<file path="src/rtl/fanout_defs.svh">
// timing counts, widths and reset values of the clock fan-out driver
`ifndef FANOUT_DEFS_SVH
`define FANOUT_DEFS_SVH

`define FANOUT_CLK_MHZ        125
`define FANOUT_LOCK_TIME_MS   1
`define FANOUT_LOCK_CYCLES    (`FANOUT_LOCK_TIME_MS * `FANOUT_CLK_MHZ * 1000)
`define FANOUT_LOCK_CNT_W     17
`define FANOUT_PER_W          8
`define FANOUT_BANK_A_W       5
`define FANOUT_BANK_B_W       4
`define FANOUT_PER_RST        8'h00
`define FANOUT_LOCK_CNT_RST   17'h00000

`endif

</file>
<file path="src/rtl/fanout_pkg.sv">
// types shared by the clock fan-out driver
`include "fanout_defs.svh"

package fanout_pkg;

  // one registered snapshot of every output clock
  typedef struct packed {
    logic [`FANOUT_BANK_A_W-1:0] bank_a;
    logic [`FANOUT_BANK_B_W-1:0] bank_b;
    logic                        loop_return;
  } fanout_clocks_t;

  // loop acquisition state
  typedef enum logic {
    LOOP_ACQUIRE,
    LOOP_LOCKED
  } loop_state_t;

endpackage : fanout_pkg

</file>
<file path="src/rtl/pll_clock_fanout_driver.sv">
// behavioural clock fan-out driver: two gated banks, loop return, lock
//
// Operation
// - bank a enable low holds outputs low
// - bank b enable low holds outputs low
// - loop return output never gated; carries the regenerated clock, or the reference in bypass
// - outputs in phase; reference low forces low
// - outputs regenerated high for half the reference period, rounded down
// - loop aligns reference and loop return input
// - stabilization interval after power-up or change
// - grounded analog strap bypasses loop
// - lock within one millisecond at most
`timescale 1ns/10ps
`include "fanout_defs.svh"

module pll_clock_fanout_driver #(
  parameter int LOCK_CYCLES = `FANOUT_LOCK_CYCLES
) (
  input  wire logic                        i_clk,
  input  wire logic                        i_rst,
  input  wire logic                        i_ref_clock,
  input  wire logic                        i_bank_a_enable,
  input  wire logic                        i_bank_b_enable,
  input  wire logic                        i_loop_return_input,
  input  wire logic                        i_analog_supply_bypass_strap,
  output logic [`FANOUT_BANK_A_W-1:0]      o_bank_a_clock_outputs,
  output logic [`FANOUT_BANK_B_W-1:0]      o_bank_b_clock_outputs,
  output logic                             o_loop_return_output,
  output logic                             o_phase_locked
);

  localparam logic [`FANOUT_LOCK_CNT_W-1:0] LOCK_END =
    LOCK_CYCLES[`FANOUT_LOCK_CNT_W-1:0];

  logic                          ref_prev_ff;
  logic                          nxt_ref_prev;
  logic [`FANOUT_PER_W-1:0]      since_rise_ff;
  logic [`FANOUT_PER_W-1:0]      nxt_since_rise;
  logic [`FANOUT_PER_W-1:0]      period_ff;
  logic [`FANOUT_PER_W-1:0]      nxt_period;
  logic [`FANOUT_PER_W-1:0]      half_period;
  logic                          ref_rise;
  logic                          bypass;
  logic                          nxt_clk;

  logic                          en_a_ff;
  logic                          nxt_en_a;
  logic                          en_b_ff;
  logic                          nxt_en_b;
  fanout_pkg::fanout_clocks_t    clocks_ff;
  fanout_pkg::fanout_clocks_t    nxt_clocks;

  fanout_pkg::loop_state_t       state_ff;
  fanout_pkg::loop_state_t       nxt_state;
  logic [`FANOUT_LOCK_CNT_W-1:0] lock_cnt_ff;
  logic [`FANOUT_LOCK_CNT_W-1:0] nxt_lock_cnt;
  logic                          disturb;

  // strap low means the analog supply is grounded: loop bypassed
  assign bypass      = ~i_analog_supply_bypass_strap;
  assign ref_rise    = i_ref_clock & ~ref_prev_ff;
  assign half_period = period_ff >> 1;

  // reference edge tracking and period measurement
  always_comb
  begin
    nxt_ref_prev   = i_ref_clock;
    nxt_since_rise = since_rise_ff;
    nxt_period     = period_ff;
    if (ref_rise)
    begin
      nxt_period     = since_rise_ff;
      nxt_since_rise = 8'h01;
    end
    else if (since_rise_ff != 8'hFF)
    begin
      nxt_since_rise = since_rise_ff + 8'h01;
    end
  end

  always_ff @(posedge i_clk or posedge i_rst)
  begin
    if (i_rst)
    begin
      ref_prev_ff   <= 1'b0;
      since_rise_ff <= `FANOUT_PER_RST;
      period_ff     <= `FANOUT_PER_RST;
    end
    else
    begin
      ref_prev_ff   <= nxt_ref_prev;
      since_rise_ff <= nxt_since_rise;
      period_ff     <= nxt_period;
    end
  end

  // regenerated clock, bank gating and loop return
  always_comb
  begin
    if (bypass)
      nxt_clk = i_ref_clock;
    else
      nxt_clk = i_ref_clock &
                (ref_rise | (since_rise_ff < half_period));
    // enables are taken only while the clock sits low
    nxt_en_a = clocks_ff.loop_return ? en_a_ff : i_bank_a_enable;
    nxt_en_b = clocks_ff.loop_return ? en_b_ff : i_bank_b_enable;
    nxt_clocks.bank_a      = {`FANOUT_BANK_A_W{nxt_clk & nxt_en_a}};
    nxt_clocks.bank_b      = {`FANOUT_BANK_B_W{nxt_clk & nxt_en_b}};
    nxt_clocks.loop_return = nxt_clk;
  end

  always_ff @(posedge i_clk or posedge i_rst)
  begin
    if (i_rst)
    begin
      en_a_ff   <= 1'b0;
      en_b_ff   <= 1'b0;
      clocks_ff <= '0;
    end
    else
    begin
      en_a_ff   <= nxt_en_a;
      en_b_ff   <= nxt_en_b;
      clocks_ff <= nxt_clocks;
    end
  end

  // a period change or a loop return mismatch restarts acquisition
  assign disturb = (ref_rise & (since_rise_ff != period_ff)) |
                   (i_loop_return_input != clocks_ff.loop_return);

  // stabilization counter and lock state
  always_comb
  begin
    nxt_state    = state_ff;
    nxt_lock_cnt = lock_cnt_ff;
    if (bypass | disturb)
    begin
      nxt_state    = fanout_pkg::LOOP_ACQUIRE;
      nxt_lock_cnt = `FANOUT_LOCK_CNT_RST;
    end
    else
    begin
      unique case (state_ff)
        fanout_pkg::LOOP_ACQUIRE:
        begin
          if (lock_cnt_ff >= LOCK_END - 17'h00001)
            nxt_state = fanout_pkg::LOOP_LOCKED;
          nxt_lock_cnt = lock_cnt_ff + 17'h00001;
        end
        fanout_pkg::LOOP_LOCKED:
        begin
          nxt_lock_cnt = lock_cnt_ff;
        end
      endcase
    end
  end

  always_ff @(posedge i_clk or posedge i_rst)
  begin
    if (i_rst)
    begin
      state_ff    <= fanout_pkg::LOOP_ACQUIRE;
      lock_cnt_ff <= `FANOUT_LOCK_CNT_RST;
    end
    else
    begin
      state_ff    <= nxt_state;
      lock_cnt_ff <= nxt_lock_cnt;
    end
  end

  // outputs straight from flip-flops
  assign o_bank_a_clock_outputs = clocks_ff.bank_a;
  assign o_bank_b_clock_outputs = clocks_ff.bank_b;
  assign o_loop_return_output   = clocks_ff.loop_return;
  assign o_phase_locked         = (state_ff == fanout_pkg::LOOP_LOCKED);

  // helper: length of the current high phase of the loop return
  logic [`FANOUT_PER_W-1:0] high_len_ff;
  logic [`FANOUT_PER_W-1:0] nxt_high_len;

  always_comb
  begin
    nxt_high_len = `FANOUT_PER_RST;
    if (clocks_ff.loop_return)
      nxt_high_len = (high_len_ff == 8'hFF) ? high_len_ff
                                            : high_len_ff + 8'h01;
  end

  always_ff @(posedge i_clk or posedge i_rst)
  begin
    if (i_rst)
      high_len_ff <= `FANOUT_PER_RST;
    else
      high_len_ff <= nxt_high_len;
  end
endmodule : pll_clock_fanout_driver

</file>
<file path="config.mk">
export PLATFORM = sky130hd
export DESIGN_NAME = pll_clock_fanout_driver
export DESIGN_NICKNAME = d
export VERILOG_FILES = /design/src/rtl/fanout_pkg.sv /design/src/rtl/pll_clock_fanout_driver.sv
export VERILOG_INCLUDE_DIRS = /design/src /design/src/rtl
export SDC_FILE = /design/constraint.sdc
export NUM_CORES = 1
export LEC_CHECK = 0
export ABC_CLOCK_PERIOD_IN_PS = 3900
export BUFFER_PORTS_ARGS = -buffer_cell sky130_fd_sc_hd__buf_2
export CAP_MARGIN = 10
export CORE_MARGIN = 5
export CORE_UTILIZATION = 66
export CTS_BUF_LIST = sky130_fd_sc_hd__clkbuf_2 sky130_fd_sc_hd__clkbuf_4 sky130_fd_sc_hd__clkbuf_8
export CTS_CLUSTER_DIAMETER = 50
export DETAILED_ROUTE_END_ITERATION = 7
export GPL_ROUTABILITY_DRIVEN = 0
export PLACE_DENSITY_LB_ADDON = 0.2
export SLEW_MARGIN = 20
export SYNTH_ARGS = -nofsm -noshare
export SYNTH_HDL_FRONTEND = slang
export SYNTH_SLANG_ARGS = --single-unit
</file>
<file path="constraint.sdc">
create_clock -name i_clk -period 3.9 [get_ports i_clk]
set_input_delay 0.78 -clock i_clk [delete_from_list [all_inputs] [get_ports i_clk]]
set_output_delay 0.78 -clock i_clk [all_outputs]
set_load 0.005 [all_outputs]
</file>
; ---- Word-level counts from Yosys, hierarchy flattened
; Index checks and enable logic that the tools add are counted.
[op_classes]
n_addsub = 2
magnitude_cmp = 2
eq_ne = 4
muxes = 10
bitwise_logic = 10
reduce_logical = 1
[ops]
columns = op, count
row1 = $mux W17, 2
row2 = $add A17 B1 Y17 const B, 1
row3 = $ge A17 B17 Y1 const B, 1
row4 = $mux W8, 2
row5 = $add A8 B1 Y8 const B, 1
row6 = $lt A8 B7 Y1, 1
row7 = $ne A8 B8 Y1, 1
row8 = $ne A8 B8 Y1 const B, 1
row9 = $mux W1, 6
row10 = $and A1 B1 Y1, 5
row11 = $or A1 B1 Y1, 3
row12 = $ne A2 B1 Y1 const B, 1
row13 = $not A1 Y1, 2
row14 = $reduce_bool A2 Y1, 1
row15 = $ne A1 B1 Y1, 1
[word_totals]
reg_bits = 40
in_bits = 7
out_inout_bits = 11
elab_cells = 39

; ---- Logic depth before layout (Yosys ltp)
; Gate-level depths: netlist of run 1.
[logic_depth]
ltp_word = 6
ltp_mapped = 7
depth_no_buf = 7

; ---- Least setup slack after synthesis of run 1
; Ideal clock, no wire load.
[synth_timing]
path_type = input -> register
from = input port i_ref_clock
to = register lock_cnt_ff[0]
setup_time_ns = 0.121
arrival_time_ns = 1.582
required_time_ns = 3.779
slack_ns = 2.197
path_stages = 5
n_path_buf = 1
path_cell_list = nor2b_1 -> o21ai_0 -> nand3_2 -> buf_2 -> nor2_1
[synth_via]
elab_chain_cells = 5
elab_cells_between_ends = 6
cone_classes = eq/ne: 1 / mux: 1 / bitwise: 4
[synth_lines]
columns = element, line
row1 = from (decl), pll_clock_fanout_driver.sv:21  ; input wire logic i_ref_clock,
row2 = $and A1 B1 Y1 (*), pll_clock_fanout_driver.sv:61  ; assign ref_rise = i_ref_clock & ~ref_prev_ff;
row3 = $and A1 B1 Y1 (*), pll_clock_fanout_driver.sv:130  ; assign disturb = (ref_rise & (since_rise_ff != period_ff)) |
row4 = $or A1 B1 Y1 (*), pll_clock_fanout_driver.sv:130
row5 = $or A1 B1 Y1 (*), pll_clock_fanout_driver.sv:138  ; if (bypass | disturb)
row6 = $ne A2 B1 Y1 (no line) or $mux W17 (tied branches), -
row7 = to (signal assigned), pll_clock_fanout_driver.sv:165  ; lock_cnt_ff <= `FANOUT_LOCK_CNT_RST;
row8 = to (signal assigned), pll_clock_fanout_driver.sv:170  ; lock_cnt_ff <= nxt_lock_cnt;
row9 = to (decl), pll_clock_fanout_driver.sv:55  ; logic [`FANOUT_LOCK_CNT_W-1:0] lock_cnt_ff;
; Mark *: on every way between the ends. The rest lies on a longest branch, timed or not.
; A chain may end at the register's enable or synchronous reset.

==> out/qor.yml, run 1 <==
synth:
  synthTopCellsByCount: "40 x dfrtp_1, 26 x nor2_1, 15 x xnor2_1"
  yosys.area.top_type: "dfrtp_1"
  syn_area_mm2: 0.00214
  avgSynthCellArea_um2: 10.2
  ys_async_sr_fraction: 1.00
  syn_nets: 225
  syn_inst: 210
  yosys_most_used_dff: "dfrtp_1"
  synthDistinctLibCells: 36
  synth-edff-count: 0
  yosysWarnings: 0
  ys_seq_area_frac: 0.467
  synth_seq_cells: 40
  yosysMostFrequentCell: "dfrtp_1"
  synth_area_leaders: "dfrtp_1 47%, xnor2_1 6.1%, xor2_1 5.7%"
  synth_top_area_share: 0.467
sta:
  finClkSkew_ns: 0.00335
  report.final.slew_viol_count: 0
  max_slew_margin: 0.667
  worstMarginPinSlew_ns: 0.500
  hold_viol: 0
  rsz0062_at_grt: "no"
  finalSetupTns_ns: 0
  layout_min_cycle_time_ns: 1.94
  post-route-period-util: 0.496
  max_freq_mhz: 517
  setup_viol: 0
setup_path:
  reg2reg_slack_ns: 1.96
  cp_slowest_cell: "dfrtp_1"
  crit_required_ns: 4.19
  crit_type: "reg -> reg"
  endpoint_kind: "flop"
  setup.worst_path.start_class: "flop"
  slowest_delay_ns: 0.50
  critPathMaxFanout: 8
  crit_chain: "ha_1 -> a21oi_1 -> nor2b_1 -> o311ai_0 -> o311ai_1 -> and2b_1"
  crit_arrival_ns: 2.23
route:
  remaining_drc_errors: 0
  drt-vias-per-instance: 5.68
  ant_nets: 0
  dr.pass1.iters: 5
  via_count: 1510
  drt-initial-drc-count: 101
  wl_um: 3910
  routedWlPerCell_um: 14.7
grt:
  grt_overflow: 0
  antenna_found_initial: 0
  track_usage: 0.203
  grt_pass1_vias: 1525
  grt_pass1_wl_um: 6850
  grt_max_degree: 41
power_and_ir_drop:
  p_leak_nw: 1.06
  power_density_mw_per_mm2: 433
  peakVddDrop_mv: 0.345
die:
  boundaryPins: 18
  die_area_mm2: 0.00448
  die_h_um: 67.0
  rows: 20
  die_x_um: 67.0
  core-area_mm2: 0.00308
  initial_core_util: 0.696
clock_network:
  cts_tree: "done"
  cts_buffers: 5
  clock_latency_ns: 0.35
  cts_root_buffer: "clkbuf_4"
  hold_buffers: 0
  cts_max_path_buffers: 2
  clk_pin_slew_ns: 0.11
  cts_resized: 0
  cts.htree.levels: 2
  cts_setup_buffers: 0
  cts_num_sinks: 40
finish:
  final_area_mm2: 0.00226
  largest_reg_flops: 17
  fin_nets: 237
  area_growth_pct: 5.72
  reg_top3: "lock_cnt_ff (17), period_ff (8), since_rise_ff (8)"
  drive_gt1_frac: 0.153
  antenna_cells: 0
  largest-register: "lock_cnt_ff"
placement:
  dp_hpwl_um: 2820
  port_buffers: 17
  postPlaceCellArea_mm2: 0.00220
flow_run:
  cap_violations: 0
hold_path:
  min_path_type: "reg -> reg"
status:
  status: "completed"
==> area by class of cell <==
| type | instances | area [µm²] |
|---|---|---|
| timing repair buffer | 19 | 100 |
| sequential | 40 | 1000 |
| fill | 225 | 813 |
| clock buffer | 7 | 65.1 |
| tap | 44 | 55.1 |
| inverter | 9 | 33.8 |
| multi-input combinational | 147 | 1010 |
==> worst max-delay path: cells and delay by family (launching register included) <==
| family | cells | cell delay (ns) |
|---|---|---|
| fa+ha+maj | 1 | 0.37 |
| simple gates | 2 | 0.31 |
| compound gates | 3 | 0.70 |
| flops | 1 | 0.50 |
==> layout by cell type (no fill, tap or decap), types with 4 or more instances in the layout <==
| cell | count |
|---|---|
| a21oi_1 | 4 |
| and2_1 | 4 |
| and3_1 | 4 |
| buf_2 | 17 |
| clkbuf_4 | 5 |
| dfrtp_1 | 40 |
| ha_1 | 8 |
| inv_1 | 9 |
| mux2_2 | 4 |
| nand2_1 | 13 |
| nand3_1 | 8 |
| nand4_1 | 9 |
| nor2_1 | 26 |
| o21ai_0 | 9 |
| xnor2_1 | 15 |
| xor2_1 | 14 |
==> through the flow <==
stage               total power [mW]  setup WS (ns)   util  hold WS (ns)  cells
floorplan                      0.700           2.20      -         0.465    210
global placement               0.741           1.96  0.715         0.472    259
detailed placement             0.758           1.92  0.715         0.482    259
CTS                            0.989           1.99  0.736         0.508    266
global route                    1.05           1.87  0.736         0.535    266
finish                         0.981           1.96  0.736         0.503    266
==> path summary, 6_finish.rpt <==
check,startpoint,end,depth (start not counted)
setup / recovery,since_rise_ff[5],o_bank_b_clock_outputs[0],6
hold / removal,en_a_ff,en_a_ff,1
setup reg to reg,since_rise_ff[5],o_bank_b_clock_outputs[0],6
hold reg to reg,en_a_ff,en_a_ff,1
max in group asynchronous,i_rst,period_ff[1],3
min in group asynchronous,i_rst,lock_cnt_ff[4],3
==> metal layers <==
metal  GRT usage  wire length, µm
met1       0.235             1670
met3      0.0590              131
met4      0.0557               48
met5           0                0
met2       0.361             2060
==> logic make-up (layout without fill, tap and decap cells) <==
kind of cell,Yosys count,after routing,synth area share
AOI/OAI and AO/OA,20,20,0.0549
and+or+nand+nor,83,83,0.216
buffers and inverters,23,35,0.0613
xor gates and xnor gates,29,29,0.119
DFF,40,40,0.467
adders and majority gates,8,8,0.0467
muxes,7,7,0.0350
==> report_power, final <==
part	total [mW]	internal [mW]	switching [mW]
clock network	0.233	0.102	0.131
logic	0.227	0.114	0.114
registers	0.520	0.462	0.0587
total	0.981	0.678	0.303
Note: power is estimated with default switching activity, not from simulation.
==> run 2, diff against run 1 <==
Settings changed: ABC_AREA from default to 1, ABC_CLOCK_PERIOD_IN_PS 3900 to 1800, CORE_UTILIZATION 66 to 62.
Clock period 3.9 ns to 1.8 ns, I/O delays scaled along.
==> out/qor.yml, run 2 <==
status:
  status: "completed"  # unchanged
sta:
  max_freq_mhz: 639  # was 517 MHz
  max_slew_margin: 0.677  # was 0.667
  setup_viol: 0  # unchanged
  finalSetupTns_ns: 0  # unchanged
  report.final.slew_viol_count: 0  # unchanged
  post-route-period-util: 0.870  # was 0.496
  rsz0062_at_grt: "no"  # unchanged
  timing.hold.ws_ns: 0.0739  # was 0.503 ns
  finClkSkew_ns: 0.00849  # was 0.00335 ns
  layout_min_cycle_time_ns: 1.57  # was 1.94 ns
  worstMarginPinSlew_ns: 0.484  # was 0.500 ns
  hold_viol: 0  # unchanged
route:
  via_count: 1923  # was 1,510
  remaining_drc_errors: 0  # unchanged
  drt-vias-per-instance: 5.24  # was 5.68
  drt-initial-drc-count: 125  # was 101
  dr.pass1.iters: 5  # unchanged
  routedWlPerCell_um: 12.1  # was 14.7 µm
  ant_nets: 0  # unchanged
  wl_um: 4440  # was 3910 µm
clock_network:
  hold_buffers: 0  # unchanged
  cts_resized: 0  # unchanged
  cts_tree: "done"  # unchanged
  clk_pin_slew_ns: 0.08  # was 0.11 ns
  cts_max_path_buffers: 2  # unchanged
  cts_num_sinks: 40  # unchanged
  cts_buffers: 5  # unchanged
  cts_root_buffer: "clkbuf_8"  # was clkbuf_4
  cts_setup_buffers: 0  # unchanged
  clock_latency_ns: 0.29  # was 0.35 ns
  cts.htree.levels: 2  # unchanged
finish:
  reg_top3: "lock_cnt_ff (17), period_ff (8), since_rise_ff (8)"  # unchanged
  antenna_cells: 0  # unchanged
  fin_nets: 334  # was 237
  drive_gt1_frac: 0.182  # was 0.153
  area_growth_pct: 7.72  # was 5.72%
  most-common-layout-cells: "62 x nand2_1, 40 x dfrtp_1, 39 x inv_1"  # was 40 x dfrtp_1, 26 x nor2_1, 17 x buf_2
  layout_commonest_cell: "nand2_1"  # was dfrtp_1
  largest-register: "lock_cnt_ff"  # unchanged
  stdcell_count: 367  # was 266
  largest_reg_flops: 17  # unchanged
die:
  boundaryPins: 18  # unchanged
  die_x_um: 72.2  # was 67.0 µm
  initial_core_util: 0.645  # was 0.696
  rows: 22  # was 20
  die_area_mm2: 0.00521  # was 0.00448 mm²
  die_h_um: 72.2  # was 67.0 µm
  core-area_mm2: 0.00372  # was 0.00308 mm²
power_and_ir_drop:
  p_leak_nw: 1.22  # was 1.06 nW
  peakVddDrop_mv: 0.567  # was 0.345 mV
  power_density_mw_per_mm2: 942  # was 433 mW/mm²
setup_path:
  endpoint_kind: "flop"  # unchanged
  path_buf_inv: 0  # unchanged
  crit_chain: "ha_1 -> nand2_2 -> nor3_4 -> nand4_2 -> o21ai_0 -> o21ai_1"  # was ha_1 -> a21oi_1 -> nor2b_1 -> o311ai_0 -> o311ai_1 -> and2b_1
  crit_arrival_ns: 1.74  # was 2.23 ns
  cp_slowest_cell: "dfrtp_1"  # unchanged
  slowest_delay_ns: 0.44  # was 0.50 ns
  path_delay_family: "simple AND/OR/NAND/NOR gates"  # was compound AO/OA/AOI/OAI gates
  setup.worst_path.start_class: "flop"  # unchanged
  crit_required_ns: 1.97  # was 4.19 ns
  crit_type: "reg -> reg"  # unchanged
  critPathMaxFanout: 8  # unchanged
synth:
  synthSimpleGateAreaFrac: 0.307  # was 0.216
  synthMuxAreaShare: 0.00418  # was 0.0350
  syn_area_mm2: 0.00240  # was 0.00214 mm²
  synth-edff-count: 0  # unchanged
  synthTopCellsByCount: "62 x nand2_1, 40 x dfrtp_1, 39 x inv_1"  # was 40 x dfrtp_1, 26 x nor2_1, 15 x xnor2_1
  ys_seq_area_frac: 0.418  # was 0.467
  synth_xor_xnor_area_share: 0.0506  # was 0.119
  synth_top_family_by_area: "simple AND/OR/NAND/NOR gates"  # unchanged
  yosysMostFrequentCell: "nand2_1"  # was dfrtp_1
  avgSynthCellArea_um2: 7.89  # was 10.2 µm²
  yosysWarnings: 0  # unchanged
  syn_inst: 304  # was 210
  syn_nets: 319  # was 225
  synth_top_area_share: 0.418  # was 0.467
  synth_area_leaders: "dfrtp_1 42%, nand2_1 9.7%, inv_1 6.1%"  # was dfrtp_1 47%, xnor2_1 6.1%, xor2_1 5.7%
  ys_async_sr_fraction: 1.00  # unchanged
  synthDistinctLibCells: 32  # was 36
  synth_adder_area_share: 0.0418  # was 0.0467
  yosys.area.top_type: "dfrtp_1"  # unchanged
  yosys_most_used_dff: "dfrtp_1"  # unchanged
  synth_compound_area_frac: 0.0767  # was 0.0549
  synth_seq_cells: 40  # unchanged
placement:
  dp_cells: 360  # was 259
  dp_hpwl_um: 3250  # was 2820 µm
  port_buffers: 17  # unchanged
hold_path:
  min_path_type: "in -> async"  # was reg -> reg
grt:
  track_usage: 0.192  # was 0.203
  grt_pass1_vias: 1834  # was 1,525
  grt_pass1_wl_um: 7980  # was 6850 µm
  grt_overflow: 0  # unchanged
  antenna_found_initial: 0  # unchanged
  grt_max_degree: 31  # was 41
flow_run:
  cap_violations: 0  # unchanged
==> run 2: cell types whose count changed in the layout (fill, tap and decap cells not counted), sizes merged, moves of 4 or more <==
cell,previous run,this run
and3,4,0
xnor2,15,7
o21ai,9,22
nor2,26,52
or2,0,4
mux2,4,0
xor2,14,6
nand3,10,19
nor3,1,6
a21oi,4,10
nand4,10,4
inv,9,41
nand2,13,67
and2,4,0
==> run 2: worst paths after layout <==
path,to,cells past startpoint,startpoint,slack (ns)
hold reg to reg,period_ff[1],2,period_ff[1],0.55
min in group i_clk,ref_prev_ff,1,i_ref_clock,0.21
setup reg to reg,since_rise_ff[0],6,since_rise_ff[1],0.23
hold / removal,lock_cnt_ff[15],2,i_rst,0.07
max in group asynchronous,lock_cnt_ff[1],3,i_rst,1.21
setup / recovery,since_rise_ff[0],6,since_rise_ff[1],0.23
==> run 2: area by class of cell <==
class | instances | area [µm²]
timing repair buffer | 20 | 120
clock buffer | 7 | 96.3
sequential | 40 | 1000
tap | 48 | 60.1
multi-input combinational | 211 | 1150
fill | 301 | 1130
inverter | 41 | 154
==> run 2: worst reg2reg max path: cells and delay by family (launching register included) <==
| family | cells | cell delay [ns] |
|---|---|---|
| compound gates | 2 | 0.24 |
| fa+ha+maj | 1 | 0.21 |
| flops | 1 | 0.44 |
| simple gates | 3 | 0.55 |
==> run 2: kinds of logic after synthesis <==
logic type / after synthesis
mux: 1
xor+xnor: 13
buf+inv: 53
fa+ha+maj: 8
simple gates: 155
flops: 40
compound gates: 34
==> run 2: layer usage <==
| layer | up-vias | routed length, µm | track usage |
|---|---|---|---|
| met5 | - | 0 | 0 |
| met3 | 6 | 253 | 0.0443 |
| li1 | 977 | - | - |
| met2 | 38 | 2000 | 0.302 |
| met1 | 902 | 2130 | 0.260 |
| met4 | 0 | 54 | 0.0647 |
==> run 2: power breakdown <==
part           switching, mW  leakage [nW]  internal [mW]
logic                  0.362         0.634          0.289
clock network          0.303        0.0503          0.341
registers              0.132         0.534           1.01
total                  0.796          1.22           1.64
==> run 2: stage by stage <==
step | util | power (mW) | setup WS (ns) | cell area, µm²
3_3_place_gp | 0.669 | 1.78 | 0.276 | 2490
3_5_place_dp | 0.669 | 1.81 | 0.255 | 2490
5_1_grt | 0.695 | 2.61 | 0.0618 | 2580
4_1_cts | 0.695 | 2.45 | 0.245 | 2580
6_report | 0.695 | 2.43 | 0.234 | 2580
2_1_floorplan | - | 1.69 | 0.446 | 2400
